==> config.mk <==
export PLATFORM = sky130hd
export DESIGN_NAME = serial_control_status_port
export DESIGN_NICKNAME = d
export VERILOG_FILES = /design/src/hdl/scsp_pkg.sv /design/src/hdl/scsp_baud_gen.sv /design/src/hdl/serial_control_status_port.sv
export VERILOG_INCLUDE_DIRS = /design/src /design/src/hdl
export SDC_FILE = /design/constraint.sdc
export NUM_CORES = 1
export LEC_CHECK = 0
export CAP_MARGIN = 10
export CORE_MARGIN = 2
export CORE_UTILIZATION = 37
export DETAILED_ROUTE_END_ITERATION = 10
export DONT_BUFFER_PORTS = 1
export GPL_TIMING_DRIVEN = 0
export MAX_ROUTING_LAYER = met4
export PLACE_DENSITY = 0.51
export SYNTH_ARGS = -nofsm -noshare
export SYNTH_HDL_FRONTEND = slang
export SYNTH_SLANG_ARGS = --single-unit
==> constraint.sdc <==
create_clock -name i_clk -period 2.3 [get_ports i_clk]
set_input_delay 0.115 -clock i_clk [delete_from_list [all_inputs] [get_ports i_clk]]
set_output_delay 0.115 -clock i_clk [all_outputs]
set_load 0.03 [all_outputs]
==> src/hdl/scsp_regs.svh <==
// Register map, field positions, reset values for the serial control port.
// Assumes byte addressing on a 32-bit Avalon-MM slave, one register a word.
`ifndef SCSP_REGS_SVH
`define SCSP_REGS_SVH

// ==========================================================================
// Offsets
`define OFS_BIT_RATE 5'h00
`define OFS_CONTROL 5'h04
`define OFS_STATUS 5'h08
`define OFS_PIN_PORT 5'h0c
`define OFS_TX_HOLD 5'h10
`define OFS_RX_HOLD 5'h14

// ==========================================================================
// Control fields
`define CTL_TX_EMPTY_IE 7
`define CTL_RX_FULL_IE 6
`define CTL_TX_ON 5
`define CTL_RX_ON 4
`define CTL_MP_IE 3
`define CTL_TX_DONE_IE 2
`define CTL_CLK_EXT 1
`define CTL_CLK_OUT 0

// ==========================================================================
// Status fields
`define ST_TX_EMPTY 7
`define ST_RX_FULL 6
`define ST_OVERRUN 5
`define ST_FRAME 4
`define ST_PARITY 3
`define ST_TX_DONE 2
`define ST_RX_MP 1
`define ST_TX_MP 0

// ==========================================================================
// Pin port fields
`define PP_ERR_ONLY 7
`define PP_CLK_DIR 3
`define PP_CLK_VAL 2
`define PP_BRK_DIR 1
`define PP_BRK_VAL 0

// ==========================================================================
// Reset values
`define CONTROL_RESET 8'h00
`define STATUS_RESET 8'h84
`define DIVISOR_RESET 8'hff
`define TX_HOLD_RESET 8'hff
`define RX_HOLD_RESET 8'h00

// ==========================================================================
// Timing
`define X16_SAMPLE_PULSE 4'h7
`define X16_HALF_BIT 3'h7
`define SYNC_HALF_BIT 1'h1

`endif

==> src/hdl/scsp_pkg.sv <==
// Types shared by the serial control port and its baud generator.
// Assumes the frame sequencer reports events on the same clock.
package scsp_pkg;

  // ========================================================================
  // State machines
  typedef enum logic [1:0] {BUS_IDLE = 2'b01, BUS_ACK = 2'b10} bus_st_t;
  typedef enum logic [1:0] {RX_IDLE = 2'b01, RX_BUSY = 2'b10} rx_st_t;

  // ========================================================================
  // Carriers
  typedef struct packed {
    logic sync_mode;
    logic parity_on;
    logic multiproc_on;
    logic prescale_sel_hi;
    logic prescale_sel_lo;
  } frame_cfg_t;

  typedef struct packed {
    logic load;
    logic last_bit;
    logic serial;
  } tx_event_t;

  typedef struct packed {
    logic done;
    logic frame_err;
    logic parity_err;
    logic [7:0] data;
  } rx_event_t;

endpackage

==> src/hdl/scsp_baud_gen.sv <==
// Baud generator: prescaler, divisor counter, 16x tick and bit clock.
// Assumes a divisor and prescale selection held stable by software.
`timescale 1ns/1ps
`include "scsp_regs.svh"
module scsp_baud_gen
  import scsp_pkg::*;
(
  input wire logic i_clk,
  input wire logic i_rst,
  input wire logic [1:0] i_prescale,
  input wire logic [7:0] i_divisor,
  input wire logic i_sync_mode,
  output logic o_x16_tick,
  output logic o_bit_clk
);

  // ========================================================================
  // Prescaler and divisor
  function automatic logic [5:0] pre_last(input logic [1:0] sel);
    case (sel)
      2'h0: pre_last = 6'h00;
      2'h1: pre_last = 6'h03;
      2'h2: pre_last = 6'h0f;
      default: pre_last = 6'h3f;
    endcase
  endfunction

  logic [5:0] pre_r;
  logic [7:0] div_r;
  logic half_r;
  logic [2:0] phase_r;
  logic bit_clk_r;
  wire pre_wrap = (pre_r >= pre_last(i_prescale));
  wire base_tick = pre_wrap && (div_r >= i_divisor);
  wire x16_tick = base_tick && half_r;
  wire half_bit = i_sync_mode ? (phase_r[0] == `SYNC_HALF_BIT)
                              : (phase_r == `X16_HALF_BIT);
  wire phase_tick = i_sync_mode ? base_tick : x16_tick;

  always_ff @(posedge i_clk)
  begin
    if (i_rst)
    begin
      pre_r <= 6'h00;
      div_r <= 8'h00;
      half_r <= 1'b0;
      phase_r <= 3'h0;
      bit_clk_r <= 1'b1;
    end
    else
    begin
      pre_r <= pre_wrap ? 6'h00 : pre_r + 6'h01;
      if (pre_wrap)
        div_r <= (div_r >= i_divisor) ? 8'h00 : div_r + 8'h01;
      if (base_tick)
        half_r <= ~half_r;
      if (phase_tick)
        phase_r <= half_bit ? 3'h0 : phase_r + 3'h1;
      if (phase_tick && half_bit)
        bit_clk_r <= ~bit_clk_r;
    end
  end

  assign o_x16_tick = x16_tick;
  assign o_bit_clk = bit_clk_r;

endmodule

==> src/hdl/serial_control_status_port.sv <==
// Control, status, pin port and bit rate registers of a serial port.
// Assumes a frame sequencer on i_clk and pins from outside the domain.
//
// Functional notes
// - Control clears on reset and standby
// - Transmit-empty enable gates transmit-empty request
// - Receive-full enable gates full and error requests
// - Transmit starts after data written, flag cleared
// - Receiver off keeps receive flags unchanged
// - Reception starts on start bit or clock
// - Multiprocessor enable only in async multiprocessor
// - Transmit-done enable gates transmit-done request
// - External clock input; clock output bit-rate
// - Status becomes 84 hex on reset, standby
// - Flags clear by zero after reading one
// - Transmit-empty sets when holding data moves
// - Receive-full sets; second byte causes overrun
// - Framing error sets flag, halts reception
// - Parity error stores byte, halts reception
// - Transmit-done sets at end, holding empty
// - Transmit multiprocessor bit is single buffered
// - Error-only bit suppresses receive-full request
// - Clock port drives and reads clock pin
// - Break port drives transmit, reads receive
// - Pin port survives standby; reserved read zero
// - Divisor resets FF, sets bit rate
// - Prescale selects divide by 1,4,16,64
// - Async receive samples on eighth 16x pulse
`timescale 1ns/1ps
`include "scsp_regs.svh"
module serial_control_status_port
  import scsp_pkg::*;
(
  input wire logic i_clk,
  input wire logic i_rst,
  input wire logic i_standby,
  input wire logic i_module_standby,
  input wire logic [4:0] i_avs_address,
  input wire logic i_avs_read,
  input wire logic i_avs_write,
  input wire logic [31:0] i_avs_writedata,
  input wire logic [3:0] i_avs_byteenable,
  output logic [31:0] o_avs_readdata,
  output logic o_avs_waitrequest,
  input wire frame_cfg_t i_cfg,
  input wire tx_event_t i_tx,
  input wire rx_event_t i_rx,
  output logic [7:0] o_tx_data,
  output logic o_tx_pending,
  output logic o_tx_multiproc_bit,
  output logic o_rx_enable,
  output logic o_rx_start,
  output logic o_rx_sample,
  output logic o_multiproc_irq_en,
  output logic o_tx_empty_irq,
  output logic o_rx_full_irq,
  output logic o_rx_fault_irq,
  output logic o_tx_done_irq,
  input wire logic i_rxd,
  output logic o_txd,
  input wire logic i_sck,
  output logic o_sck,
  output logic o_sck_oe
);

  // ========================================================================
  // Helpers
  function automatic logic flag_next(input logic cur, input logic set,
                                     input logic clr);
    flag_next = set | (cur & ~clr);
  endfunction

  // ========================================================================
  // State
  bus_st_t bus_st_r;
  rx_st_t rx_st_r;
  logic [31:0] readdata_r;
  logic [7:0] divisor_r;
  logic [7:0] ctrl_r;
  logic [7:0] tx_hold_r;
  logic [7:0] rx_hold_r;
  logic tx_empty_flag_r, rx_full_flag_r, overrun_flag_r, fer_r, per_r, tx_done_flag_r, tx_multiproc_bit_r;
  logic [4:0] armed_r;
  logic eio_r, ckdir_r, ckval_r, bkdir_r, bkval_r;
  logic rxd_m_r, rxd_s_r, rxd_d_r;
  logic sck_m_r, sck_s_r, sck_d_r;
  logic [3:0] x16_cnt_r;
  logic txd_r, sck_r, sck_oe_r, bit_clk_d_r;
  logic x16_gen, bit_clk;

  // ========================================================================
  // Bus decode
  wire req = i_avs_read | i_avs_write;
  wire acc = req && (bus_st_r == BUS_ACK);
  wire wr_acc = acc && i_avs_write && i_avs_byteenable[0];
  wire rd_acc = acc && i_avs_read;
  wire [7:0] wd = i_avs_writedata[7:0];
  wire sel_brr = (i_avs_address == `OFS_BIT_RATE);
  wire sel_ctl = (i_avs_address == `OFS_CONTROL);
  wire sel_st = (i_avs_address == `OFS_STATUS);
  wire sel_pp = (i_avs_address == `OFS_PIN_PORT);
  wire sel_tdr = (i_avs_address == `OFS_TX_HOLD);
  wire sel_rdr = (i_avs_address == `OFS_RX_HOLD);
  wire wr_st = wr_acc && sel_st;
  wire clr = i_rst | i_standby | i_module_standby;
  wire [7:0] status_rst = `STATUS_RESET;

  // ========================================================================
  // Control decode
  wire tx_on = ctrl_r[`CTL_TX_ON];
  wire rx_on = ctrl_r[`CTL_RX_ON];
  wire clk_ext = ctrl_r[`CTL_CLK_EXT];
  wire clk_out = ctrl_r[`CTL_CLK_OUT];
  wire sync_mode = i_cfg.sync_mode;
  wire [7:0] status = {tx_empty_flag_r, rx_full_flag_r, overrun_flag_r, fer_r, per_r, tx_done_flag_r,
                       1'b0, tx_multiproc_bit_r};
  wire [4:0] flags = {tx_empty_flag_r, rx_full_flag_r, overrun_flag_r, fer_r, per_r};
  wire [7:0] pin_port = {eio_r, 3'h0, ckdir_r, sck_s_r, bkdir_r, rxd_s_r};
  wire [7:0] rd_mux = sel_brr ? divisor_r :
                      sel_ctl ? ctrl_r :
                      sel_st ? status :
                      sel_pp ? pin_port :
                      sel_tdr ? tx_hold_r :
                      sel_rdr ? rx_hold_r : 8'h00;

  // ========================================================================
  // Flag events
  wire [4:0] clr_req = (wr_st ? ~{wd[`ST_TX_EMPTY], wd[`ST_RX_FULL],
                        wd[`ST_OVERRUN], wd[`ST_FRAME], wd[`ST_PARITY]}
                        : 5'h00) & armed_r;
  wire tx_empty_flag_set = i_tx.load | ~tx_on;
  wire tx_done_flag_set = i_tx.last_bit & tx_empty_flag_r;
  wire rx_new = i_rx.done & ~rx_full_flag_r;
  wire ovr_set = i_rx.done & rx_full_flag_r;
  wire fer_set = rx_new & i_rx.frame_err;
  wire par_chk = ~sync_mode & i_cfg.parity_on & ~i_cfg.multiproc_on;
  wire per_set = rx_new & ~i_rx.frame_err & i_rx.parity_err & par_chk;
  wire rx_full_flag_set = rx_new & ~i_rx.frame_err & ~per_set;
  wire rx_store = rx_new & ~i_rx.frame_err;

  // ========================================================================
  // Pin edges and sample timing
  wire rx_run = rx_on & ~(overrun_flag_r | fer_r | per_r);
  wire rx_fall = rxd_d_r & ~rxd_s_r;
  wire sck_rise = sck_s_r & ~sck_d_r;
  wire x16_tick = clk_ext ? sck_rise : x16_gen;
  wire sync_tick = clk_ext ? sck_rise : (bit_clk & ~bit_clk_d_r);
  wire start_async = rx_run & ~sync_mode & rx_fall;
  wire start_sync = rx_run & sync_mode & sync_tick;
  wire rx_idle = (rx_st_r == RX_IDLE);
  wire sck_serial = ~clk_ext & (sync_mode | clk_out);

  // ========================================================================
  // Bus handshake
  always_ff @(posedge i_clk)
  begin
    if (i_rst)
    begin
      bus_st_r <= BUS_IDLE;
      readdata_r <= 32'h0000_0000;
    end
    else
    begin
      case (bus_st_r)
        BUS_IDLE:
        begin
          if (req)
          begin
            bus_st_r <= BUS_ACK;
            readdata_r <= {24'h00_0000, rd_mux};
          end
        end
        BUS_ACK: bus_st_r <= BUS_IDLE;
        default: bus_st_r <= BUS_IDLE;
      endcase
    end
  end

  // ========================================================================
  // Registers cleared by reset and standby
  always_ff @(posedge i_clk)
  begin
    if (clr)
    begin
      ctrl_r <= `CONTROL_RESET;
      divisor_r <= `DIVISOR_RESET;
      tx_hold_r <= `TX_HOLD_RESET;
      rx_hold_r <= `RX_HOLD_RESET;
      tx_empty_flag_r <= status_rst[`ST_TX_EMPTY];
      tx_done_flag_r <= status_rst[`ST_TX_DONE];
      {rx_full_flag_r, overrun_flag_r, fer_r, per_r, tx_multiproc_bit_r} <= 5'h00;
      armed_r <= 5'h00;
    end
    else
    begin
      if (wr_acc && sel_ctl)
        ctrl_r <= wd;
      if (wr_acc && sel_brr)
        divisor_r <= wd;
      if (wr_acc && sel_tdr)
        tx_hold_r <= wd;
      if (rx_store)
        rx_hold_r <= i_rx.data;
      if (wr_st)
        tx_multiproc_bit_r <= wd[`ST_TX_MP];
      tx_empty_flag_r <= flag_next(tx_empty_flag_r, tx_empty_flag_set, clr_req[4]);
      rx_full_flag_r <= flag_next(rx_full_flag_r, rx_full_flag_set, clr_req[3]);
      overrun_flag_r <= flag_next(overrun_flag_r, ovr_set, clr_req[2]);
      fer_r <= flag_next(fer_r, fer_set, clr_req[1]);
      per_r <= flag_next(per_r, per_set, clr_req[0]);
      tx_done_flag_r <= flag_next(tx_done_flag_r, tx_done_flag_set, clr_req[4] & ~tx_empty_flag_set);
      armed_r <= (armed_r & flags & ~clr_req) |
                 (rd_acc && sel_st ? {readdata_r[7:3]} & flags : 5'h00);
    end
  end

  // ========================================================================
  // Pin port, kept through standby
  always_ff @(posedge i_clk)
  begin
    if (i_rst)
    begin
      {eio_r, ckdir_r, ckval_r, bkdir_r, bkval_r} <= 5'h00;
    end
    else if (wr_acc && sel_pp)
    begin
      eio_r <= wd[`PP_ERR_ONLY];
      ckdir_r <= wd[`PP_CLK_DIR];
      ckval_r <= wd[`PP_CLK_VAL];
      bkdir_r <= wd[`PP_BRK_DIR];
      bkval_r <= wd[`PP_BRK_VAL];
    end
  end

  // ========================================================================
  // Pin synchronisers and receive sampling
  always_ff @(posedge i_clk)
  begin
    if (i_rst)
    begin
      {rxd_m_r, rxd_s_r, rxd_d_r} <= 3'h7;
      {sck_m_r, sck_s_r, sck_d_r} <= 3'h7;
      rx_st_r <= RX_IDLE;
      x16_cnt_r <= 4'h0;
      bit_clk_d_r <= 1'b1;
    end
    else
    begin
      rxd_m_r <= i_rxd;
      rxd_s_r <= rxd_m_r;
      rxd_d_r <= rxd_s_r;
      sck_m_r <= i_sck;
      sck_s_r <= sck_m_r;
      sck_d_r <= sck_s_r;
      bit_clk_d_r <= bit_clk;
      case (rx_st_r)
        RX_IDLE:
        begin
          x16_cnt_r <= 4'h0;
          if (start_async)
            rx_st_r <= RX_BUSY;
        end
        RX_BUSY:
        begin
          if (i_rx.done || !rx_run)
            rx_st_r <= RX_IDLE;
          if (x16_tick)
            x16_cnt_r <= x16_cnt_r + 4'h1;
        end
        default: rx_st_r <= RX_IDLE;
      endcase
    end
  end

  // ========================================================================
  // Pin drivers
  always_ff @(posedge i_clk)
  begin
    if (i_rst)
    begin
      txd_r <= 1'b1;
      sck_r <= 1'b1;
      sck_oe_r <= 1'b0;
    end
    else
    begin
      txd_r <= tx_on ? i_tx.serial : (bkdir_r ? bkval_r : 1'b1);
      sck_r <= sck_serial ? bit_clk : ckval_r;
      sck_oe_r <= sck_serial | (ckdir_r & ~clk_ext);
    end
  end

  scsp_baud_gen u_baud (
    .i_clk(i_clk),
    .i_rst(clr),
    .i_prescale({i_cfg.prescale_sel_hi, i_cfg.prescale_sel_lo}),
    .i_divisor(divisor_r),
    .i_sync_mode(sync_mode),
    .o_x16_tick(x16_gen),
    .o_bit_clk(bit_clk)
  );

  // ========================================================================
  // Outputs
  assign o_avs_waitrequest = req && (bus_st_r == BUS_IDLE);
  assign o_avs_readdata = readdata_r;
  assign o_tx_data = tx_hold_r;
  assign o_tx_pending = tx_on & ~tx_empty_flag_r;
  assign o_tx_multiproc_bit = tx_multiproc_bit_r;
  assign o_rx_enable = rx_run;
  assign o_rx_start = rx_idle & (start_async | start_sync);
  assign o_rx_sample = ~rx_idle & x16_tick &
                       (x16_cnt_r == `X16_SAMPLE_PULSE);
  assign o_multiproc_irq_en = ctrl_r[`CTL_MP_IE] & ~sync_mode &
                              i_cfg.multiproc_on;
  assign o_tx_empty_irq = ctrl_r[`CTL_TX_EMPTY_IE] & tx_empty_flag_r;
  assign o_rx_full_irq = ctrl_r[`CTL_RX_FULL_IE] & rx_full_flag_r &
                         ~eio_r;
  assign o_rx_fault_irq = ctrl_r[`CTL_RX_FULL_IE] &
                          (overrun_flag_r | fer_r | per_r);
  assign o_tx_done_irq = ctrl_r[`CTL_TX_DONE_IE] & tx_done_flag_r;
  assign o_txd = txd_r;
  assign o_sck = sck_r;
  assign o_sck_oe = sck_oe_r;
endmodule

## Word level (Yosys, flattened, before mapping)

Cells that the tools add are included.

| word-level totals | value |
|---|---|
| bits in registers | 94 |
| word-level logic and storage cells | 189 |

| cells by class | value |
|---|---|
| add/subtract/negate cells | 4 |
| $lt $le $gt $ge | 2 |
| equal/unequal tests | 16 |
| mux-type cells | 23 |
| bitwise logic cells | 84 |
| reduce and logical (&&, ||, !) cells | 24 |

Operator list:

| kind | number |
|---|---|
| 2-to-1 mux 8 bit | 7 |
| bitwise AND 1 bit | 38 |
| inverter 1 bit | 24 |
| bitwise AND 5 bit | 4 |
| one-hot mux 6 bit (3 select lines) | 1 |
| bitwise OR 1 bit | 15 |
| logical AND 1 bit | 14 |
| == test 5 x 4 -> 1 bit, second input constant | 2 |
| == test 5 bit, second input constant | 2 |
| 2-to-1 mux 5 bit | 2 |
| inverter 5 bit | 2 |
| adder 8 x 1 -> 8 bit, second input constant | 1 |
| >= comparator 8 bit | 1 |
| one-hot mux 4 bit (2 select lines) | 1 |
| 2-to-1 mux 1 bit | 7 |
| adder 6 x 1 -> 6 bit, second input constant | 1 |
| == test 2 x 1 -> 1 bit, second input constant | 3 |
| == test 2 bit, second input constant | 3 |
| >= comparator 6 bit | 1 |
| != test 2 bit, second input constant | 3 |
| AND reduction 2 bit | 3 |
| == test 5 x 3 -> 1 bit, second input constant | 1 |
| logical NOT 5 bit | 1 |
| bitwise OR 5 bit | 1 |
| other kinds (13) | 15 |

## Logic depth before layout (Yosys ltp)

| depth | value |
|---|---|
| depth in word-level cells | 11 |
| mapped depth | 11 |

## By module

Synthesis repeated with hierarchy kept, for this count alone.

| second synthesis, totals | value |
|---|---|
| cells, all modules | 553 |
| area total of the unflattened synthesis | 4883.4 um^2 |

Modules (own cells, without submodules):

| module | times used | cells each | area an instance (um^2) |
|---|---|---|---|
| serial_control_status_port | 1 | 400 | 3572.2 |
| scsp_baud_gen | 1 | 153 | 1311.3 |

## Worst setup path before layout

OpenSTA, ideal clock, no wires.

| timing path | value |
|---|---|
| path type | register to output |
| start | register divisor_r[7] |
| end | output port o_rx_sample |
| data arrival time | 2.644 ns |
| required time | 2.185 ns |
| setup slack | -0.459 ns |
| stages on the path, launching flop included | 8 |
| path buffers | 0 |
| path through | dfxtp_1 inv_1 ha_1 nand2_1 nor3_1 a21oi_1 or3_1 a2111oi_1 |

| between the ends | value |
|---|---|
| word-level cells in the longest chain between the ends | 6 |

Ends and longest elaborated chain:

| item | RTL line | RTL |
|---|---|---|
| from (decl) | serial_control_status_port.sv:78 | `logic [7:0] divisor_r;` |
| from (signal assigned) | serial_control_status_port.sv:186 | `` divisor_r <= `DIVISOR_RESET; `` |
| from (signal assigned) | serial_control_status_port.sv:199 | `divisor_r <= wd;` |
| >= comparator 8 bit | scsp_baud_gen.sv:34 | `wire base_tick = pre_wrap && (div_r >= i_divisor);` |
| logical AND 1 bit | scsp_baud_gen.sv:34 |  |
| logical AND 1 bit | scsp_baud_gen.sv:35 | `wire x16_tick = base_tick && half_r;` |
| 2-to-1 mux 1 bit | serial_control_status_port.sv:146 | `wire x16_tick = clk_ext ? sck_rise : x16_gen;` |
| bitwise AND 1 bit (2 in series) | serial_control_status_port.sv:312 | `assign o_rx_sample = ~rx_idle & x16_tick &` |
| to (decl) | serial_control_status_port.sv:53 | `output logic o_rx_sample,` |

Every way passes these cells.

## Worst setup path in the final report

| timing path | value |
|---|---|
| start | register u_baud.div_r[0] |
| end | output port o_rx_sample |

| between the ends | value |
|---|---|
| word-level cells in the longest chain between the ends | 6 |

Ends and longest elaborated chain:

| item | RTL line | RTL |
|---|---|---|
| from (decl) | scsp_baud_gen.sv:29 | `logic [7:0] div_r;` |
| from (signal assigned) | scsp_baud_gen.sv:54 | `div_r <= (div_r >= i_divisor) ? 8'h00 : div_r + 8'h01;` |
| >= comparator 8 bit | scsp_baud_gen.sv:34 |  |
| logical AND 1 bit | scsp_baud_gen.sv:34 |  |
| logical AND 1 bit | scsp_baud_gen.sv:35 |  |
| 2-to-1 mux 1 bit | serial_control_status_port.sv:146 |  |
| bitwise AND 1 bit (2 in series) | serial_control_status_port.sv:312 |  |

Every way passes these cells.

==> results.json <==
{
  "synth_area_um2": 4730,
  "setup_viol": 1,
  "criticalPathCategory": "flip-flop to primary output",
  "rows": 41,
  "antenna_left": 0,
  "route.detailed.drc": 0,
  "yosys_register_bits": 94,
  "overflow": 0,
  "synthTopCellsByArea": "dfxtp_1 40%, nand3_1 6.4%, nand2_1 5.5%, ha_1 5.0%, buf_4 4.1%",
  "die_area_um2": 13700,
  "seq_area_frac_synth_pct": 39.8,
  "reg2reg_slack_ns": 0.20,
  "drv_slew": 0,
  "initial_core_util_pct": 37.6,
  "status": "finished with violations",
  "antenna_found_initial": 0,
  "slowest_delay_ns": 0.55,
  "fillCellCount": 1248,
  "gp_congestion": 0.938,
  "wirelength_um": 14000,
  "fin_crit_ns": 2.41,
  "antenna_cells": 0,
  "crit_fanout": 3,
  "area_growth_pct": 22.4,
  "cts.sinks": 94,
  "cp_cell_sequence": "inv_1, ha_1, nor2b_1, o21ai_2, a21oi_2, or3_4, a2111oi_4",
  "first_pass_iters": 5,
  "synthArstFlopShare_pct": 0,
  "track_usage_pct": 22.1,
  "synthDistinctLibCells": 61,
  "drt-met1-wl_um": 6260,
  "cts_tree": "built",
  "synth_top_area_share_pct": 39.8,
  "syn_area_per_cell_um2": 8.24,
  "crit_required_ns": 2.18,
  "core_um2": 12600,
  "setup_ws_ns": -0.110,
  "fp.dieH_um": 117,
  "layout_common_cells": "80 x dfxtp_1, 67 x nand2_1, 60 x nand3_1",
  "violations": "setup timing",
  "wl_met2_um": 6800,
  "grt_start_max_net_pins": 15,
  "rsz0062_at_grt": "yes",
  "synth_cells": 574,
  "cts-root-buf": "clkbuf_16",
  "dp_hpwl_um": 10300,
  "p_per_area_nw_per_um2": 612,
  "final_common_cell": "dfxtp_1",
  "fin_nets": 727,
  "worst_path_max_delay_cell": "a2111oi_4",
  "cts_buffer_depth": 2,
  "cts_buffers": 9,
  "top_layer": "met4",
  "drive_above_1_share_pct": 17.1,
  "ctsHtreeMaxLevel": 3,
  "slew_headroom_pct": 44.2,
  "grt_pass1_wl_um": 22100,
  "port_buffers": 0,
  "hold_class": "primary input to flip-flop",
  "leakagePower_nw": 2.28,
  "arrival_ns": 2.30,
  "met3_length_um": 683,
  "drtIter0Drc": 220,
  "hold_viol": 0,
  "grt_pass1_vias": 4078,
  "synth_enable_flop_cells": 0,
  "start_kind": "flip-flop",
  "synth_area_leader_cell": "dfxtp_1",
  "final_util_pct": 46.0,
  "power.total_mw": 3.54,
  "ioPinCount": 122,
  "wl_per_cell_um": 17.2,
  "pre_cts_ws_ns": -0.148,
  "clk_pin_slew_ns": 0.07,
  "die_x_um": 117,
  "drv_cap": 0,
  "worst_setup_path_end_kind": "primary output",
  "min_period_over_period_pct": 105,
  "vias_per_cell": 5.25,
  "tightest_slew_ns": 0.831,
  "vdd_drop_max_uv": 479,
  "worstSkewPairLatency_ns": 0.35,
  "max_freq_ghz": 0.415,
  "vias": 4283,
  "clock_skew_ns": 0.00681,
  "yosysWarningCount": 0,
  "synth_top_flop_cell": "dfxtp_1"
}
==> area by class of cell <==
type / count / area, um^2 / area share, %
multi-input combinational: 430 / 2690 / 46.4
sequential: 94 / 1900 / 32.8
timing repair buffer: 34 / 318 / 5.49
buffer: 48 / 292 / 5.04
clock buffer: 11 / 243 / 4.20
tap: 172 / 215 / 3.72
inverter: 23 / 86.3 / 1.49
clock inverter: 4 / 47.5 / 0.822
==> critical path, delay by kind of cell (launching register included) <==
kind,cells,cell delay [ns]
compound gates,3,0.81
buf+inv,1,0.07
fa+ha+maj,1,0.28
flops,1,0.34
simple gates,2,0.44
==> where the power goes <==
group | internal, mW | switching [mW] | total, mW
registers | 1.66 | 0.0599 | 1.72
logic | 0.122 | 0.201 | 0.323
clock network | 0.863 | 0.636 | 1.50
total | 2.64 | 0.897 | 3.54
==> cells by family (layout without fill, tap and decap cells) <==
family	after synthesis	count (layout)	share of synthesized area [%]
other cells	1	24	0.0793
compound gates	106	106	14.5
flops	94	94	39.8
simple gates	253	253	26.6
xor+xnor	6	6	1.11
mux	22	22	4.82
fa+ha+maj	19	19	5.03
buf+inv	73	120	8.05
==> metrics by stage <==
step | setup TNS, ns | std cells | hold slack [ns] | instance area, um^2
CTS | -0.104 | 817 | 0.000330 | 5770
global placement | -0.683 | 769 | 0.223 | 5050
finish | -0.110 | 816 | 0.00144 | 5790
global route | -0.187 | 816 | 0.0138 | 5790
detailed placement | -1.53 | 769 | 0.222 | 5050
floorplan | 0 | 597 | 0.219 | 4830
==> cells in the mapped netlist, drive strengths merged, types with 5 or more instances <==
cell type / count
nand4: 5
nand2: 69
nor2b: 8
ha: 19
mux2i: 16
a21oi: 38
clkbuf: 14
mux2: 6
o21ai: 19
o31ai: 12
nand2b: 7
buf: 36
nor2: 51
and2: 6
a311oi: 5
or3: 7
or2: 9
inv: 23
nand3: 61
nor3: 9
dfxtp: 94
==> registers in the layout, summed over array words and instances, names as in the netlist, 2 cells and up <==
name,cells
armed_r,5
bus_st_r,2
ctrl_r,8
divisor_r,8
o_avs_readdata,8
o_tx_data,8
rx_hold_r,8
rx_st_r,2
u_baud.div_r,8
u_baud.phase_r,3
u_baud.pre_r,6
x16_cnt_r,4
==> what timing repair did <==
item	in CTS	in global routing
setup endpoints to repair	24	15
gates cloned	0	0
hold endpoints to repair	49	0
hold buffers	25	0
pin swaps	12	1
buffers inserted	9	0
gates resized for setup	35	3
==> path summary, 6_finish.rpt <==
check,from,end,cells past startpoint
hold / removal,i_avs_writedata[5],armed_r[2]$_SDFF_PP0_,2
hold reg to reg,rxd_m_r$_SDFF_PP1_,rxd_s_r$_SDFF_PP1_,1
setup / recovery,u_baud.div_r[0]$_SDFFE_PP0P_,o_rx_sample,7
setup reg to reg,u_baud.pre_r[1]$_SDFF_PP0_,u_baud.o_bit_clk$_SDFFE_PP1P_,7
==> layer usage <==
metal | up-vias | GRT usage (%)
met5 | - | -
met4 | 0 | 7.53
met3 | 17 | 4.17
met2 | 134 | 36.8
met1 | 2020 | 27.1
li1 | 2112 | -
No activity file was read; power rests on OpenSTA's default activity.
